`src/ipe_pkg.sv`:
```
// Package for the interrupt pending and priority enable block.
// Assumes a 32-bit AXI4-Lite register bus and 8-bit registers in low bits.
package ipe_pkg;

  localparam int unsigned IPE_AW = 24;
  localparam int unsigned IPE_NSRC = 8;

  // Printed offsets are not all multiples of four: they are register indices
  localparam logic [IPE_AW-1:0] IDX_G0_PEND = 24'hFFE030;
  localparam logic [IPE_AW-1:0] IDX_G0_SET = 24'hFFE031;
  localparam logic [IPE_AW-1:0] IDX_G0_EN_HIGH = 24'hFFE032;
  localparam logic [IPE_AW-1:0] IDX_G0_EN_LOW = 24'hFFE033;
  localparam logic [IPE_AW-1:0] IDX_G2_PEND = 24'hFFE038;
  localparam logic [IPE_AW-1:0] IDX_G2_SET = 24'hFFE039;
  // Own registers: global enable and the presented request
  localparam logic [IPE_AW-1:0] IDX_CTRL = 24'hFFE03C;
  localparam logic [IPE_AW-1:0] IDX_STATUS = 24'hFFE03D;

  // Byte address width: index times four
  localparam int unsigned IPE_BAW = IPE_AW + 2;

  localparam logic [7:0] RST_BYTE = 8'h00;
  localparam logic RST_GIE = 1'b0;

  localparam logic [1:0] AXI_OKAY = 2'b00;
  localparam logic [1:0] AXI_SLVERR = 2'b10;

  // Group-0 bit positions
  localparam int unsigned G0_TIMER2 = 7;
  localparam int unsigned G0_ADC = 0;
  // Group-2 bit positions
  localparam int unsigned G2_PWM_TIMER = 7;
  localparam int unsigned G2_UART1_RX = 6;
  localparam int unsigned G2_UART1_TX = 5;
  localparam int unsigned G2_PWM_FAULT = 4;

  typedef enum logic [1:0] {
    PRIO_OFF = 2'b00,
    PRIO_LOW = 2'b01,
    PRIO_NOM = 2'b10,
    PRIO_HIGH = 2'b11
  } ipe_prio_t;

  // Request presented to the CPU core
  typedef struct packed {
    logic valid;
    logic [1:0] level;
    logic [2:0] source;
  } ipe_req_t;

  typedef struct packed {
    logic [7:0] en_high;
    logic [7:0] en_low;
    logic [7:0] pending;
  } ipe_g0_t;

endpackage : ipe_pkg

```
`src/ipe_arbiter.sv`:
```
// Picks the highest-priority pending, enabled group-0 request.
// Assumes registered inputs on the same clock; output is registered.
`timescale 1ns/1ps
`default_nettype none
module ipe_arbiter (
  input wire logic aclk,
  input wire logic aresetn,
  input wire ipe_pkg::ipe_g0_t g0,
  input wire logic global_enable,
  output ipe_pkg::ipe_req_t req
);
  import ipe_pkg::*;

  ipe_req_t next_req;

  always_comb begin
    logic [1:0] lvl;
    lvl = 2'b00;
    next_req = '0;
    // Higher level wins; within a level the lowest bit index wins
    for (int i = IPE_NSRC - 1; i >= 0; i--) begin
      lvl = {g0.en_high[i], g0.en_low[i]};
      if (g0.pending[i] && lvl != PRIO_OFF && lvl >= next_req.level) begin
        next_req.valid = 1'b1;
        next_req.level = lvl;
        next_req.source = 3'(i);
      end
    end
    if (!global_enable) begin
      next_req = '0;
    end
  end

  always_ff @(posedge aclk) begin
    if (!aresetn) begin
      req <= '0;
    end else begin
      req <= next_req;
    end
  end

endmodule : ipe_arbiter
`default_nettype wire

```
`src/ipe_top.sv`:
```
// Group-0 and group-2 pending registers with set ports, group-0 priority enables.
// Assumes an AXI4-Lite master on aclk and single-cycle request pulses from peripherals
// on the same clock.
//
// Implementation choice: the AXI4-Lite slave port.
`timescale 1ns/1ps
`default_nettype none
module ipe_top (
  input wire logic aclk,
  input wire logic aresetn,
  input wire logic [ipe_pkg::IPE_BAW-1:0] s_axi_awaddr,
  input wire logic s_axi_awvalid,
  output logic s_axi_awready,
  input wire logic [31:0] s_axi_wdata,
  input wire logic [3:0] s_axi_wstrb,
  input wire logic s_axi_wvalid,
  output logic s_axi_wready,
  output logic [1:0] s_axi_bresp,
  output logic s_axi_bvalid,
  input wire logic s_axi_bready,
  input wire logic [ipe_pkg::IPE_BAW-1:0] s_axi_araddr,
  input wire logic s_axi_arvalid,
  output logic s_axi_arready,
  output logic [31:0] s_axi_rdata,
  output logic [1:0] s_axi_rresp,
  output logic s_axi_rvalid,
  input wire logic s_axi_rready,
  input wire logic [7:0] group0_source_request,
  input wire logic [7:0] group2_source_request,
  output ipe_pkg::ipe_req_t cpu_request
);
  import ipe_pkg::*;

  ////////////////////////////////////////////////////////////////////////////////
  // Register state

  logic [7:0] g0_pend;
  logic [7:0] g0_en_high;
  logic [7:0] g0_en_low;
  logic [7:0] g2_pend;
  logic global_enable;
  logic [7:0] next_g0_pend;
  logic [7:0] next_g0_en_high;
  logic [7:0] next_g0_en_low;
  logic [7:0] next_g2_pend;
  logic next_global_enable;

  ////////////////////////////////////////////////////////////////////////////////
  // AXI write channel state

  logic aw_held;
  logic w_held;
  logic [IPE_AW-1:0] aw_idx;
  logic [31:0] w_data;
  logic [3:0] w_strb;
  logic next_aw_held;
  logic next_w_held;
  logic [IPE_AW-1:0] next_aw_idx;
  logic [31:0] next_w_data;
  logic [3:0] next_w_strb;
  logic next_awready;
  logic next_wready;
  logic next_bvalid;
  logic [1:0] next_bresp;

  // AXI read channel state
  logic next_arready;
  logic next_rvalid;
  logic [31:0] next_rdata;
  logic [1:0] next_rresp;

  function automatic logic idx_mapped(input logic [IPE_AW-1:0] idx);
    unique case (idx)
      IDX_G0_PEND, IDX_G0_SET, IDX_G0_EN_HIGH, IDX_G0_EN_LOW,
      IDX_G2_PEND, IDX_G2_SET, IDX_CTRL, IDX_STATUS: idx_mapped = 1'b1;
      default: idx_mapped = 1'b0;
    endcase
  endfunction : idx_mapped

  function automatic logic [IPE_AW-1:0] to_idx(input logic [IPE_BAW-1:0] addr);
    to_idx = addr[IPE_BAW-1:2];
  endfunction : to_idx

  logic do_write;
  logic [7:0] wbyte;
  assign do_write = aw_held && w_held && !s_axi_bvalid;
  // Only the low byte lane carries register data
  assign wbyte = w_strb[0] ? w_data[7:0] : 8'h00;

  ////////////////////////////////////////////////////////////////////////////////
  // Write path: address and data accepted in either order

  always_comb begin
    next_aw_held = aw_held;
    next_w_held = w_held;
    next_aw_idx = aw_idx;
    next_w_data = w_data;
    next_w_strb = w_strb;
    next_bvalid = s_axi_bvalid;
    next_bresp = s_axi_bresp;
    if (s_axi_awvalid && s_axi_awready) begin
      next_aw_held = 1'b1;
      next_aw_idx = to_idx(s_axi_awaddr);
    end
    if (s_axi_wvalid && s_axi_wready) begin
      next_w_held = 1'b1;
      next_w_data = s_axi_wdata;
      next_w_strb = s_axi_wstrb;
    end
    if (do_write) begin
      next_aw_held = 1'b0;
      next_w_held = 1'b0;
      next_bvalid = 1'b1;
      next_bresp = idx_mapped(aw_idx) && aw_idx != IDX_STATUS ? AXI_OKAY : AXI_SLVERR;
    end
    if (s_axi_bvalid && s_axi_bready) begin
      next_bvalid = 1'b0;
    end
    next_awready = !next_aw_held && !next_bvalid;
    next_wready = !next_w_held && !next_bvalid;
  end

  always_ff @(posedge aclk) begin
    if (!aresetn) begin
      aw_held <= 1'b0;
      w_held <= 1'b0;
      aw_idx <= '0;
      w_data <= '0;
      w_strb <= '0;
      s_axi_awready <= 1'b0;
      s_axi_wready <= 1'b0;
      s_axi_bvalid <= 1'b0;
      s_axi_bresp <= AXI_OKAY;
    end else begin
      aw_held <= next_aw_held;
      w_held <= next_w_held;
      aw_idx <= next_aw_idx;
      w_data <= next_w_data;
      w_strb <= next_w_strb;
      s_axi_awready <= next_awready;
      s_axi_wready <= next_wready;
      s_axi_bvalid <= next_bvalid;
      s_axi_bresp <= next_bresp;
    end
  end

  ////////////////////////////////////////////////////////////////////////////////
  // Read path: one cycle to answer, arready low while rvalid stands

  always_comb begin
    logic [IPE_AW-1:0] ridx;
    ridx = to_idx(s_axi_araddr);
    next_rvalid = s_axi_rvalid;
    next_rdata = s_axi_rdata;
    next_rresp = s_axi_rresp;
    if (s_axi_arvalid && s_axi_arready) begin
      next_rvalid = 1'b1;
      next_rresp = AXI_OKAY;
      unique case (ridx)
        IDX_G0_PEND: next_rdata = {24'h000000, g0_pend};
        IDX_G0_EN_HIGH: next_rdata = {24'h000000, g0_en_high};
        IDX_G0_EN_LOW: next_rdata = {24'h000000, g0_en_low};
        IDX_G2_PEND: next_rdata = {24'h000000, g2_pend};
        IDX_G0_SET, IDX_G2_SET: next_rdata = 32'h00000000;
        IDX_CTRL: next_rdata = {31'h00000000, global_enable};
        IDX_STATUS: next_rdata = {26'h0, cpu_request};
        default: begin
          next_rdata = 32'h00000000;
          next_rresp = AXI_SLVERR;
        end
      endcase
    end else if (s_axi_rvalid && s_axi_rready) begin
      next_rvalid = 1'b0;
    end
    next_arready = !next_rvalid;
  end

  always_ff @(posedge aclk) begin
    if (!aresetn) begin
      s_axi_arready <= 1'b0;
      s_axi_rvalid <= 1'b0;
      s_axi_rdata <= 32'h00000000;
      s_axi_rresp <= AXI_OKAY;
    end else begin
      s_axi_arready <= next_arready;
      s_axi_rvalid <= next_rvalid;
      s_axi_rdata <= next_rdata;
      s_axi_rresp <= next_rresp;
    end
  end

  ////////////////////////////////////////////////////////////////////////////////
  // Pending and enable registers; a source set wins over a same-cycle clear

  always_comb begin
    logic [7:0] g0_clr;
    logic [7:0] g0_set;
    logic [7:0] g2_clr;
    logic [7:0] g2_set;
    g0_clr = (do_write && aw_idx == IDX_G0_PEND) ? wbyte : 8'h00;
    g0_set = (do_write && aw_idx == IDX_G0_SET) ? wbyte : 8'h00;
    g2_clr = (do_write && aw_idx == IDX_G2_PEND) ? wbyte : 8'h00;
    g2_set = (do_write && aw_idx == IDX_G2_SET) ? wbyte : 8'h00;
    // Source bit order follows the group-2 layout directly
    next_g2_pend = (g2_pend & ~g2_clr) | g2_set | group2_source_request;
    next_g0_pend = (g0_pend & ~g0_clr) | g0_set | group0_source_request;
    next_g0_en_high = g0_en_high;
    next_g0_en_low = g0_en_low;
    next_global_enable = global_enable;
    if (do_write && aw_idx == IDX_G0_EN_HIGH && w_strb[0]) begin
      next_g0_en_high = w_data[7:0];
    end
    if (do_write && aw_idx == IDX_G0_EN_LOW && w_strb[0]) begin
      next_g0_en_low = w_data[7:0];
    end
    if (do_write && aw_idx == IDX_CTRL && w_strb[0]) begin
      next_global_enable = w_data[0];
    end
  end

  always_ff @(posedge aclk) begin
    if (!aresetn) begin
      g0_pend <= RST_BYTE;
      g0_en_high <= RST_BYTE;
      g0_en_low <= RST_BYTE;
      g2_pend <= RST_BYTE;
      global_enable <= RST_GIE;
    end else begin
      g0_pend <= next_g0_pend;
      g0_en_high <= next_g0_en_high;
      g0_en_low <= next_g0_en_low;
      g2_pend <= next_g2_pend;
      global_enable <= next_global_enable;
    end
  end

  ////////////////////////////////////////////////////////////////////////////////
  // Priority selection toward the CPU core

  ipe_g0_t g0_view;
  assign g0_view = '{en_high: g0_en_high, en_low: g0_en_low, pending: g0_pend};

  ipe_arbiter u_arbiter (
    .aclk(aclk),
    .aresetn(aresetn),
    .g0(g0_view),
    .global_enable(global_enable),
    .req(cpu_request)
  );

endmodule : ipe_top
`default_nettype wire

```
`config.mk`:
```
export PLATFORM = sky130hd
export DESIGN_NAME = ipe_top
export DESIGN_NICKNAME = d
export VERILOG_FILES = /design/src/ipe_pkg.sv /design/src/ipe_arbiter.sv /design/src/ipe_top.sv
export SDC_FILE = /design/constraint.sdc
export NUM_CORES = 1
export LEC_CHECK = 0
export BUFFER_PORTS_ARGS = -buffer_cell sky130_fd_sc_hd__buf_4
export CAP_MARGIN = 30
export CORE_MARGIN = 2
export CORE_UTILIZATION = 49
export DETAILED_ROUTE_END_ITERATION = 6
export PLACE_DENSITY = 0.81
export SLEW_MARGIN = 20
export SYNTH_ARGS = -nofsm -noshare
export SYNTH_HDL_FRONTEND = slang
export SYNTH_SLANG_ARGS = --single-unit
```
`constraint.sdc`:
```
create_clock -name aclk -period 20.6 [get_ports aclk]
set_clock_uncertainty 0.15 [all_clocks]
set_input_delay 3.09 -clock aclk [delete_from_list [all_inputs] [get_ports aclk]]
set_output_delay 3.09 -clock aclk [all_outputs]
set_load 0.01 [all_outputs]
```
==> summary.md, run 1 <==
| Metric | Value |
|---|---|
| Commonest non-fill, non-tap cell in the layout | `nand2_1` |
| Min Hold Slack | `0.313 ns` |
| GPL Wtd Cong | `0.848` |
| Setup TNS | `0 ns` |
| Startpoint Class | `register` |
| Final nets | `775` |
| # fillers | `around 860` |
| Antenna cells | `0` |
| # clock sinks | `89` |
| Crit end category | `register` |
| Vias in the first global route | `3917` |
| CTS max path bufs | `2` |
| Gr ovfl total | `0` |
| Core Util, Final | `59.4%` |
| Antenna viol nets, final | `0` |
| Slew Viols, Final | `0` |
| Crit-path most repeated cell | `ha_1` |
| Switching Fraction | `26.0%` |
| Cell-internal power | `255 µW` |
| Asr flop ratio synth | `0%` |
| Synthesis-stage register bit count | `89` |
| Core ar. | `9590 µm²` |
| Top_reg_cell synth | `dfxtp_1` |
| Die area | `10500 µm²` |
| Maxcap violations | `0` |
| Power share of the sequential group | `53.8%` |
| Post-cts sizing count | `0` |
| Psw | `89.6 µW` |
| Clk slew on worst S/H paths | `0.09 ns` |
| Post-Layout Inst Area | `5700 µm²` |
| Dpl cells | `roughly 780` |
| Postcts setup bufs | `0` |
| Routed len/inst | `14.6 µm` |
| Pwr Total | `around 340 µW` |
| Min cycle time layout | `8.76 ns` |
| Synthesized instance count | `569` |
| RSZ-0062 raised after global routing | `no` |
| Drt first pass iters | `5` |
| Worst-Margin Slew | `approximately 0.91 ns` |
| Tcrit/Tclk final | `a little over two fifths` |
| Clock share of power | `35.5%` |
| Overall routing resource usage | `22.3%` |
| Commonest cells after routing, fill and taps aside | `nand2_1 (118), buf_4 (101), dfxtp_1 (89)` |
| Power per Cell Area | `60.5 nW/µm²` |
| DRC errors left | `0` |
| Class of the worst hold path | `register to register` |
| Critical Path RT | `20.73 ns` |
| # H-tree levels | `3` |
| Peak supply drop | `roughly 0.000043 V` |
| Largest stage delay, worst path | `slightly above 0.4 ns` |
| Comb pwr share | `between 10% and 20%` |
| Worst Slack Setup Final | `11.84 ns` |
| Drt first-iter violations | `slightly below 200` |
| Post-Layout Cell Count | `between 700 and 800` |
| Rows | `36` |
| LEAKAGE | `between 2 and 2.5 nW` |
| Largest net degree at the start of global routing | `80` |
| Die height | `103 µm` |
| Library cells used by synthesis | `67` |
| CTS Root Cell | `clkbuf_8` |
| Syn avg cell area | `8.38 µm²` |
| Slowest cell on the critical path | `or3b_1` |
| DPL Wire Length | `roughly 8700 µm` |
| Dpl cell area | `5480 µm²` |
| WL final | `11600 µm` |
| Seq/Total Area, Yosys | `~37%` |
| F_max | `114 MHz` |
| Total CTS buffers | `9` |
| Share of layout cells above drive strength 1 | `22.1%` |
| Slew HR | `39.3%` |
| CTS tree | `done` |
| Final Hold Viols | `0` |
| Number of synthesized flops with an enable pin | `0` |
| Post-place setup slack | `11.95 ns` |
| Via/cell ratio | `5.38` |
| Ys Warns | `0` |
| Hold buffers post-CTS | `0` |
| Die W | `103 µm` |
| IO Port Bufs | `100` |
| Arrival @ worst endpoint | `a little under 9 ns` |
| Routed vias | `4266` |
| First-pass GRT wire length | `18300 µm` |
| Ports | `158` |
| Synth-to-Final Area Change | `19.5%` |
| Worst-path maximum fanout | `5` |
| Final setup fails | `0` |
| Mapped Area | `4770 µm²` |
| CP Class | `register to register` |
| Initial core utilization | `just under 50%` |
| Initial antenna violation count | `0` |
| Outcome | `completed` |
| Clock Latency Late Sink | `0.37 ns` |
[path summary, 6_finish.rpt]
path	startpoint	to	slack, ns	depth (start not counted)
hold reg to reg	aw_idx[12]	aw_idx[12]	0.31	2
setup reg to reg	g0_pend[7]	u_arbiter.req[2]	11.84	39
setup / recovery	g0_pend[7]	u_arbiter.req[2]	11.84	39
hold / removal	aw_idx[12]	aw_idx[12]	0.31	2
[cell families (layout without fill, tap and decap cells)]
group	Yosys count	in the layout	synth area share (%)
AO/OA/AOI/OAI	147	147	21.6
adder cells (fa/ha/maj)	10	10	2.57
buffers and inverters	64	130	7.27
flip-flops	89	89	37.4
multiplexers	30	30	6.43
other	1	26	0.0786
AND/OR/NAND/NOR	228	228	24.7
[flip-flops by register name, summed over array words and instances (netlist names), 6 cells and up]
signal         count
g2_pend            8
u_arbiter.req      6
w_data             8
g0_pend            8
g0_en_low          8
aw_idx            24
s_axi_rdata        8
g0_en_high         8
[cell usage after synthesis (3+ instances only)]
cell / count / area [µm²]
nor3_1: 7 / 35.0
or3_1: 4 / 25.0
nand3_1: 10 / 50.1
clkbuf_1: 24 / 90.1
o21ai_0: 24 / 120
o31ai_1: 5 / 37.5
dfxtp_1: 89 / 1780
nand2b_1: 11 / 68.8
nand4_1: 3 / 18.8
a21boi_0: 44 / 330
and2_1: 7 / 43.8
buf_4: 26 / 195
mux2i_1: 25 / 250
inv_1: 11 / 41.3
mux2_2: 5 / 56.3
ha_1: 9 / 113
a211oi_1: 8 / 60.1
a21boi_1: 8 / 60.1
nor2b_1: 21 / 131
a31oi_1: 19 / 119
nor4_1: 4 / 25.0
a21oi_1: 15 / 75.1
nand2_1: 118 / 443
nor2_1: 14 / 52.6
[power groups by stage]
| stage | Clock, mW | Combinational [mW] | Sequential [mW] |
|---|---|---|---|
| 2_1_floorplan | 0 | 0.0232 | 0.187 |
| 3_3_place_gp | 0 | 0.0358 | 0.189 |
| 3_5_place_dp | 0 | 0.0368 | 0.189 |
| 4_1_cts | 0.124 | 0.0371 | 0.185 |
| 5_1_grt | 0.131 | 0.0411 | 0.186 |
| 6_report | 0.122 | 0.0369 | 0.185 |
[area by class of cell]
type	count	area [µm²]	area share, %
multi-input combinational	441	2740	48.1
tap	133	166	2.92
inverter	12	45.0	0.790
timing repair buffer	102	763	13.4
sequential	89	1780	31.3
clock inverter	7	78.8	1.38
clock buffer	9	124	2.17
[metal layers]
metal	share of wire (%)	track usage, %	vias to the layer above	wire, µm
met1	42	27.2	1996	4870
li1	-	-	2129	-
met2	51	37.9	123	5850
met5	0	0	-	0
met4	1.8	9.54	0	213
met3	5.6	4.81	18	643
[worst max-delay path: cells and delay by family (launching register included)]
kind / cells / cell delay [ns]
flops: 1 / 0.36
buf+inv: 2 / 0.20
fa+ha+maj: 7 / 1.89
simple gates: 17 / 3.40
mux: 1 / 0.34
compound gates: 12 / 2.31
No activity file was read; power rests on OpenSTA's default activity.
==> run 2, diff against run 1 <==
==> constraint.sdc (replaced) <==
create_clock -name aclk -period 8.8 [get_ports aclk]
set_clock_uncertainty 0.15 [all_clocks]
set_input_delay 1.32 -clock aclk [delete_from_list [all_inputs] [get_ports aclk]]
set_output_delay 1.32 -clock aclk [all_outputs]
set_load 0.01 [all_outputs]
==> run 2 against run 1 <==
Compared with the run above: non-clock buffer count up 3; register-to-register slack worse by 12 ns; maximum frequency is 2.8% higher; count of clock-buffer cells in the layout increased by 2; critical endpoint unchanged; critical path depth is the same; combinational power increased by 130%; cell count increased by 0.25%; sequential power increased by 130%; first-iteration DRC count increased by 45%.
==> summary.md, run 2 (synthesis results as in run 1) <==
| Metric | Value |
|---|---|
| Overall routing resource usage | `a little over a fifth` |
| Maxcap violations | `0` |
| Initial core utilization | `49.7%` |
| Power per Cell Area | `140 nW/µm²` |
| Slew HR | `about two fifths` |
| Die height | `slightly above 100 µm` |
| Rows | `36` |
| Die area | `10500 µm²` |
| Antenna viol nets, final | `0` |
| Drt first pass iters | `5` |
| Commonest non-fill, non-tap cell in the layout | `nand2_1` |
| Worst-path maximum fanout | `5` |
| Gr ovfl total | `0` |
| Worst Slack Setup Final | `0.287 ns` |
| Vias in the first global route | `3851` |
| CTS Root Cell | `clkbuf_8` |
| LEAKAGE | `2.25 nW` |
| Tcrit/Tclk final | `96.7%` |
| Slew Viols, Final | `0` |
| Commonest cells after routing, fill and taps aside | `nand2_1 (118), buf_4 (104), dfxtp_1 (88)` |
| Peak supply drop | `0.000110 V` |
| Class of the worst hold path | `register to register` |
| Routed len/inst | `14.5 µm` |
| Min Hold Slack | `between 0.3 and 0.4 ns` |
| Final nets | `roughly 780` |
| Core ar. | `9590 µm²` |
| Antenna cells | `0` |
| First-pass GRT wire length | `18100 µm` |
| Worst-Margin Slew | `0.887 ns` |
| Slowest cell on the critical path | `or3b_1` |
| Clock Latency Late Sink | `0.36 ns` |
| Outcome | `completed` |
| Post-Layout Cell Count | `795` |
| WL final | `11500 µm` |
| Die W | `103 µm` |
| Post-place setup slack | `0.205 ns` |
| # H-tree levels | `3` |
| Startpoint Class | `register` |
| CTS max path bufs | `2` |
| Clk slew on worst S/H paths | `~0.09 ns` |
| Min cycle time layout | `8.51 ns` |
| Reg area | `1780 µm²` |
| F_max | `approximately 120 MHz` |
| Routed vias | `4270` |
| DRC errors left | `0` |
| Multi-input logic area | `about 2800 µm²` |
| Final Hold Viols | `0` |
| CP Class | `register to register` |
| Share of layout cells above drive strength 1 | `23.6%` |
| Largest stage delay, worst path | `~0.39 ns` |
| Total CTS buffers | `9` |
| Critical Path RT | `between 8 and 9 ns` |
| Initial antenna violation count | `0` |
| Reg with most FFs | `aw_idx` |
| Arrival @ worst endpoint | `8.64 ns` |
| CTS tree | `done` |
| Largest net degree at the start of global routing | `80` |
| Pwr Total | `807 µW` |
| GPL Wtd Cong | `about 0.85` |
| DPL Wire Length | `8580 µm` |
| # fillers | `863` |
| Ports | `158` |
| Via/cell ratio | `5.37` |
| Dpl cells | `775` |
| IO Port Bufs | `100` |
| Final setup fails | `0` |
| Synth-to-Final Area Change | `21.1%` |
| Crit-path most repeated cell | `ha_1` |
| Drt first-iter violations | `283` |
| Core Util, Final | `60.2%` |
| # clock sinks | `89` |
| Crit end category | `register` |
| Number of flip-flops in the largest register | `24` |
[run 2: per-stage QoR]
step           cell area (µm²)  setup TNS [ns]
2_1_floorplan             4860               0
3_3_place_gp              5480               0
3_5_place_dp              5480               0
4_1_cts                   5690               0
5_1_grt                   5770          -0.131
6_report                  5770               0
[run 2: layout make-up]
class / count / area share, %
Clock buffer: 11 / 2.62
Clock inverter: 4 / 0.910
Inverter: 12 / 0.780
Multi-Input combinational cell: 441 / 48.3
Sequential cell: 89 / 30.9
Tap cell: 133 / 2.88
Timing Repair Buffer: 105 / 13.6
[run 2: power by group]
| part | total, mW | internal [mW] | leakage, nW | switching, mW |
|---|---|---|---|---|
| combinational | 0.0858 | 0.0451 | 1.43 | 0.0407 |
| clock | 0.287 | 0.145 | 0.0937 | 0.142 |
| sequential | 0.434 | 0.419 | 0.728 | 0.0152 |
| total | 0.807 | 0.609 | 2.25 | 0.198 |
[run 2: what timing repair did]
action,CTS,global route
hold buffers,0,0
gates resized for setup,0,10
buffers inserted,0,3
setup endpoints to repair,0,6
[run 2: routing by layer]
| metal | vias to the layer above | wire (µm) | global-route usage [%] | share of wire [%] |
|---|---|---|---|---|
| li1 | 2131 | - | - | - |
| met1 | 1952 | 4880 | 27.7 | 42 |
| met2 | 159 | 5570 | 35.1 | 48 |
| met3 | 28 | 754 | 5.22 | 6.6 |
| met4 | 0 | 291 | 10.1 | 2.5 |
| met5 | - | 0 | 0 | 0 |
[run 2: worst paths after layout]
| check | start | end | slack [ns] | cells past startpoint |
|---|---|---|---|---|
| worst max register to register | g0_pend[7] | u_arbiter.req[2] | 0.29 | 39 |
| worst min register to register | s_axi_rdata[1] | s_axi_rdata[1] | 0.31 | 2 |
| worst max-delay path | g0_pend[7] | u_arbiter.req[2] | 0.29 | 39 |
| worst min-delay path | s_axi_rdata[1] | s_axi_rdata[1] | 0.31 | 2 |
[run 2: critical path: cells and delay by family, from the launching register on]
family / cells / cell delay, ns
compound gates: 12 / 2.64
fa+ha+maj: 7 / 1.93
buf+inv: 2 / 0.21
flops: 1 / 0.35
mux: 1 / 0.34
simple gates: 17 / 2.84
==> run 3, diff against run 2 <==
--- a/config.mk
+++ b/config.mk
@@ -5,12 +5,12 @@
 export SDC_FILE = /design/constraint.sdc
 export NUM_CORES = 1
 export LEC_CHECK = 0
-export BUFFER_PORTS_ARGS = -buffer_cell sky130_fd_sc_hd__buf_4
 export CAP_MARGIN = 30
 export CORE_MARGIN = 2
 export CORE_UTILIZATION = 49
 export DETAILED_ROUTE_END_ITERATION = 6
-export PLACE_DENSITY = 0.81
+export DONT_BUFFER_PORTS = 1
+export PLACE_DENSITY = 0.67
 export SLEW_MARGIN = 20
 export SYNTH_ARGS = -nofsm -noshare
 export SYNTH_HDL_FRONTEND = slang
==> run 3 against run 2 <==
Compared with the run above: via count fell by 9.6%; setup slack improved by 0.057 ns; critical path depth rose by 1; non-clock buffer count fell by 96; die area did not move; sequential cell count did not move; routed wire length fell by 3.7%; sequential share of layout area rose by 4.1 points; global-route usage fell by 0.60 points; sequential power barely moved; critical endpoint unchanged; largest cell class unchanged.
==> summary.md, run 3 (synthesis results as in run 1) <==
| Metric | Value |
|---|---|
| Outcome | `completed` |
| WL final | `between 10000 and 15000 µm` |
| Startpoint Class | `register` |
| # fillers | `around 920` |
| Maxcap violations | `0` |
| Clk slew on worst S/H paths | `0.10 ns` |
| Core Util, Final | `a little over half` |
| Overall routing resource usage | `between 20% and 30%` |
| Worst-Margin Slew | `0.797 ns` |
| Arrival @ worst endpoint | `8.59 ns` |
| Critical Path RT | `8.94 ns` |
| Share of layout cells above drive strength 1 | `11.5%` |
| F_max | `~120 MHz` |
| # clock sinks | `89` |
| Antenna cells | `0` |
| Slowest cell on the critical path | `or3b_1` |
| Hold buffers post-CTS | `0` |
| Min Hold Slack | `between 0.3 and 0.4 ns` |
| First-pass GRT wire length | `17500 µm` |
| Commonest non-fill, non-tap cell in the layout | `nand2_1` |
| Via/cell ratio | `5.51` |
| Tcrit/Tclk final | `96.1%` |
| DPL Wire Length | `8220 µm` |
| Worst-path maximum fanout | `5` |
| # H-tree levels | `3` |
| Clock Latency Late Sink | `0.36 ns` |
| Initial antenna violation count | `0` |
| Drt first pass iters | `4` |
| CTS max path bufs | `2` |
| Met2 Resource Use GR | `35.0%` |
| Largest net degree at the start of global routing | `80` |
| Peak supply drop | `0.0000977 V` |
| Final setup fails | `0` |
| Antenna viol nets, final | `0` |
| Drt first-iter violations | `around 140` |
| DRC errors left | `0` |
| IO Port Bufs | `0` |
| Slew HR | `46.8%` |
| Met1 usage | `26.0%` |
| GRT busiest layer | `met2` |
| Power per Cell Area | `152 nW/µm²` |
| Vias in the first global route | `3588` |
| GPL Wtd Cong | `0.869` |
| Commonest cells after routing, fill and taps aside | `nand2_1 (117), dfxtp_1 (88), a21boi_0 (44)` |
| Number of flip-flops in the largest register | `24` |
| Grt met3 use | `7.19%` |
| FF-to-FF path depth | `40` |
| Die W | `103 µm` |
| Slew Viols, Final | `0` |
| Synth-to-Final Area Change | `6.93%` |
| Final nets | `682` |
| Final Hold Viols | `0` |
| Largest stage delay, worst path | `0.40 ns` |
| Class of the worst hold path | `register to register` |
| Min cycle time layout | `8.46 ns` |
| Crit-path most repeated cell | `ha_1` |
| Rows | `36` |
| Hold depth | `2` |
| Post-place setup slack | `0.179 ns` |
| Reg with most FFs | `aw_idx` |
| Routed len/inst | `15.8 µm` |
| Die area | `about 11000 µm²` |
| Worst Slack Setup Final | `0.344 ns` |
| CP Class | `register to register` |
| CTS tree | `done` |
| Total CTS buffers | `9` |
| Die height | `103 µm` |
| CTS Root Cell | `clkbuf_8` |
| Initial core utilization | `49.7%` |
| Routed vias | `~3900` |
| Pwr Total | `just under 800 µW` |
| Crit end category | `register` |
| Ports | `158` |
| Gr ovfl total | `0` |
| Core ar. | `around 9600 µm²` |
| LEAKAGE | `1.80 nW` |
==> run 3: what timing repair did <==
item                                    CTS  global route
setup buffers                             0             6
gates resized for setup                   0            19
hold endpoints to repair                  0             0
endpoints found under the setup margin    0             6
==> run 3: layout make-up <==
| type | count | area [µm²] | share of cell area (%) |
|---|---|---|---|
| flip-flops and latches | 89 | 1780 | 35.0 |
| repair buffers | 9 | 68.8 | 1.35 |
| clock inverters | 6 | 72.6 | 1.42 |
| inverters | 12 | 45.0 | 0.883 |
| multi-input cells | 441 | 2830 | 55.4 |
| well taps | 133 | 166 | 3.26 |
| clock buffers | 10 | 138 | 2.70 |
==> run 3: path summary, 6_finish.rpt <==
check	startpoint	endpoint	slack (ns)
worst max-delay path	g0_pend[7]	u_arbiter.req[2]	0.34
worst max register to register	g0_pend[7]	u_arbiter.req[2]	0.34
worst min-delay path	aw_idx[12]	aw_idx[12]	0.31
worst min register to register	aw_idx[12]	aw_idx[12]	0.31
==> run 3: per-layer routing <==
layer  up-vias  share of wire (%)  routed length (µm)
met4         0                1.5                 161
met3        10                6.8                 754
met2        99                 49                5460
met1      1804                 42                4690
met5         -                  0                   0
li1       1945                  -                   -
==> run 3: report_power, final <==
| group | switching, mW | internal (mW) | leakage, nW | total (mW) |
|---|---|---|---|---|
| clock | 0.152 | 0.142 | 0.103 | 0.294 |
| sequential | 0.0164 | 0.419 | 0.728 | 0.435 |
| combinational | 0.0258 | 0.0206 | 0.973 | 0.0464 |
| total | 0.195 | 0.581 | 1.80 | 0.776 |
==> run 3: worst max-delay path, delay by kind of cell (launching register included) <==
| kind | cells | cell delay [ns] |
|---|---|---|
| compound gates | 12 | 2.23 |
| mux | 1 | 0.33 |
| buf+inv | 2 | 0.18 |
| flops | 1 | 0.35 |
| simple gates | 18 | 3.26 |
| fa+ha+maj | 7 | 1.88 |
==> run 3: stage by stage <==
step	std cells	setup TNS, ns	instance area [µm²]
global placement	676	0	4740
global route	700	-0.0492	5100
floorplan	594	0	4860
finish	700	0	5100
CTS	692	0	4950
detailed placement	676	0	4740
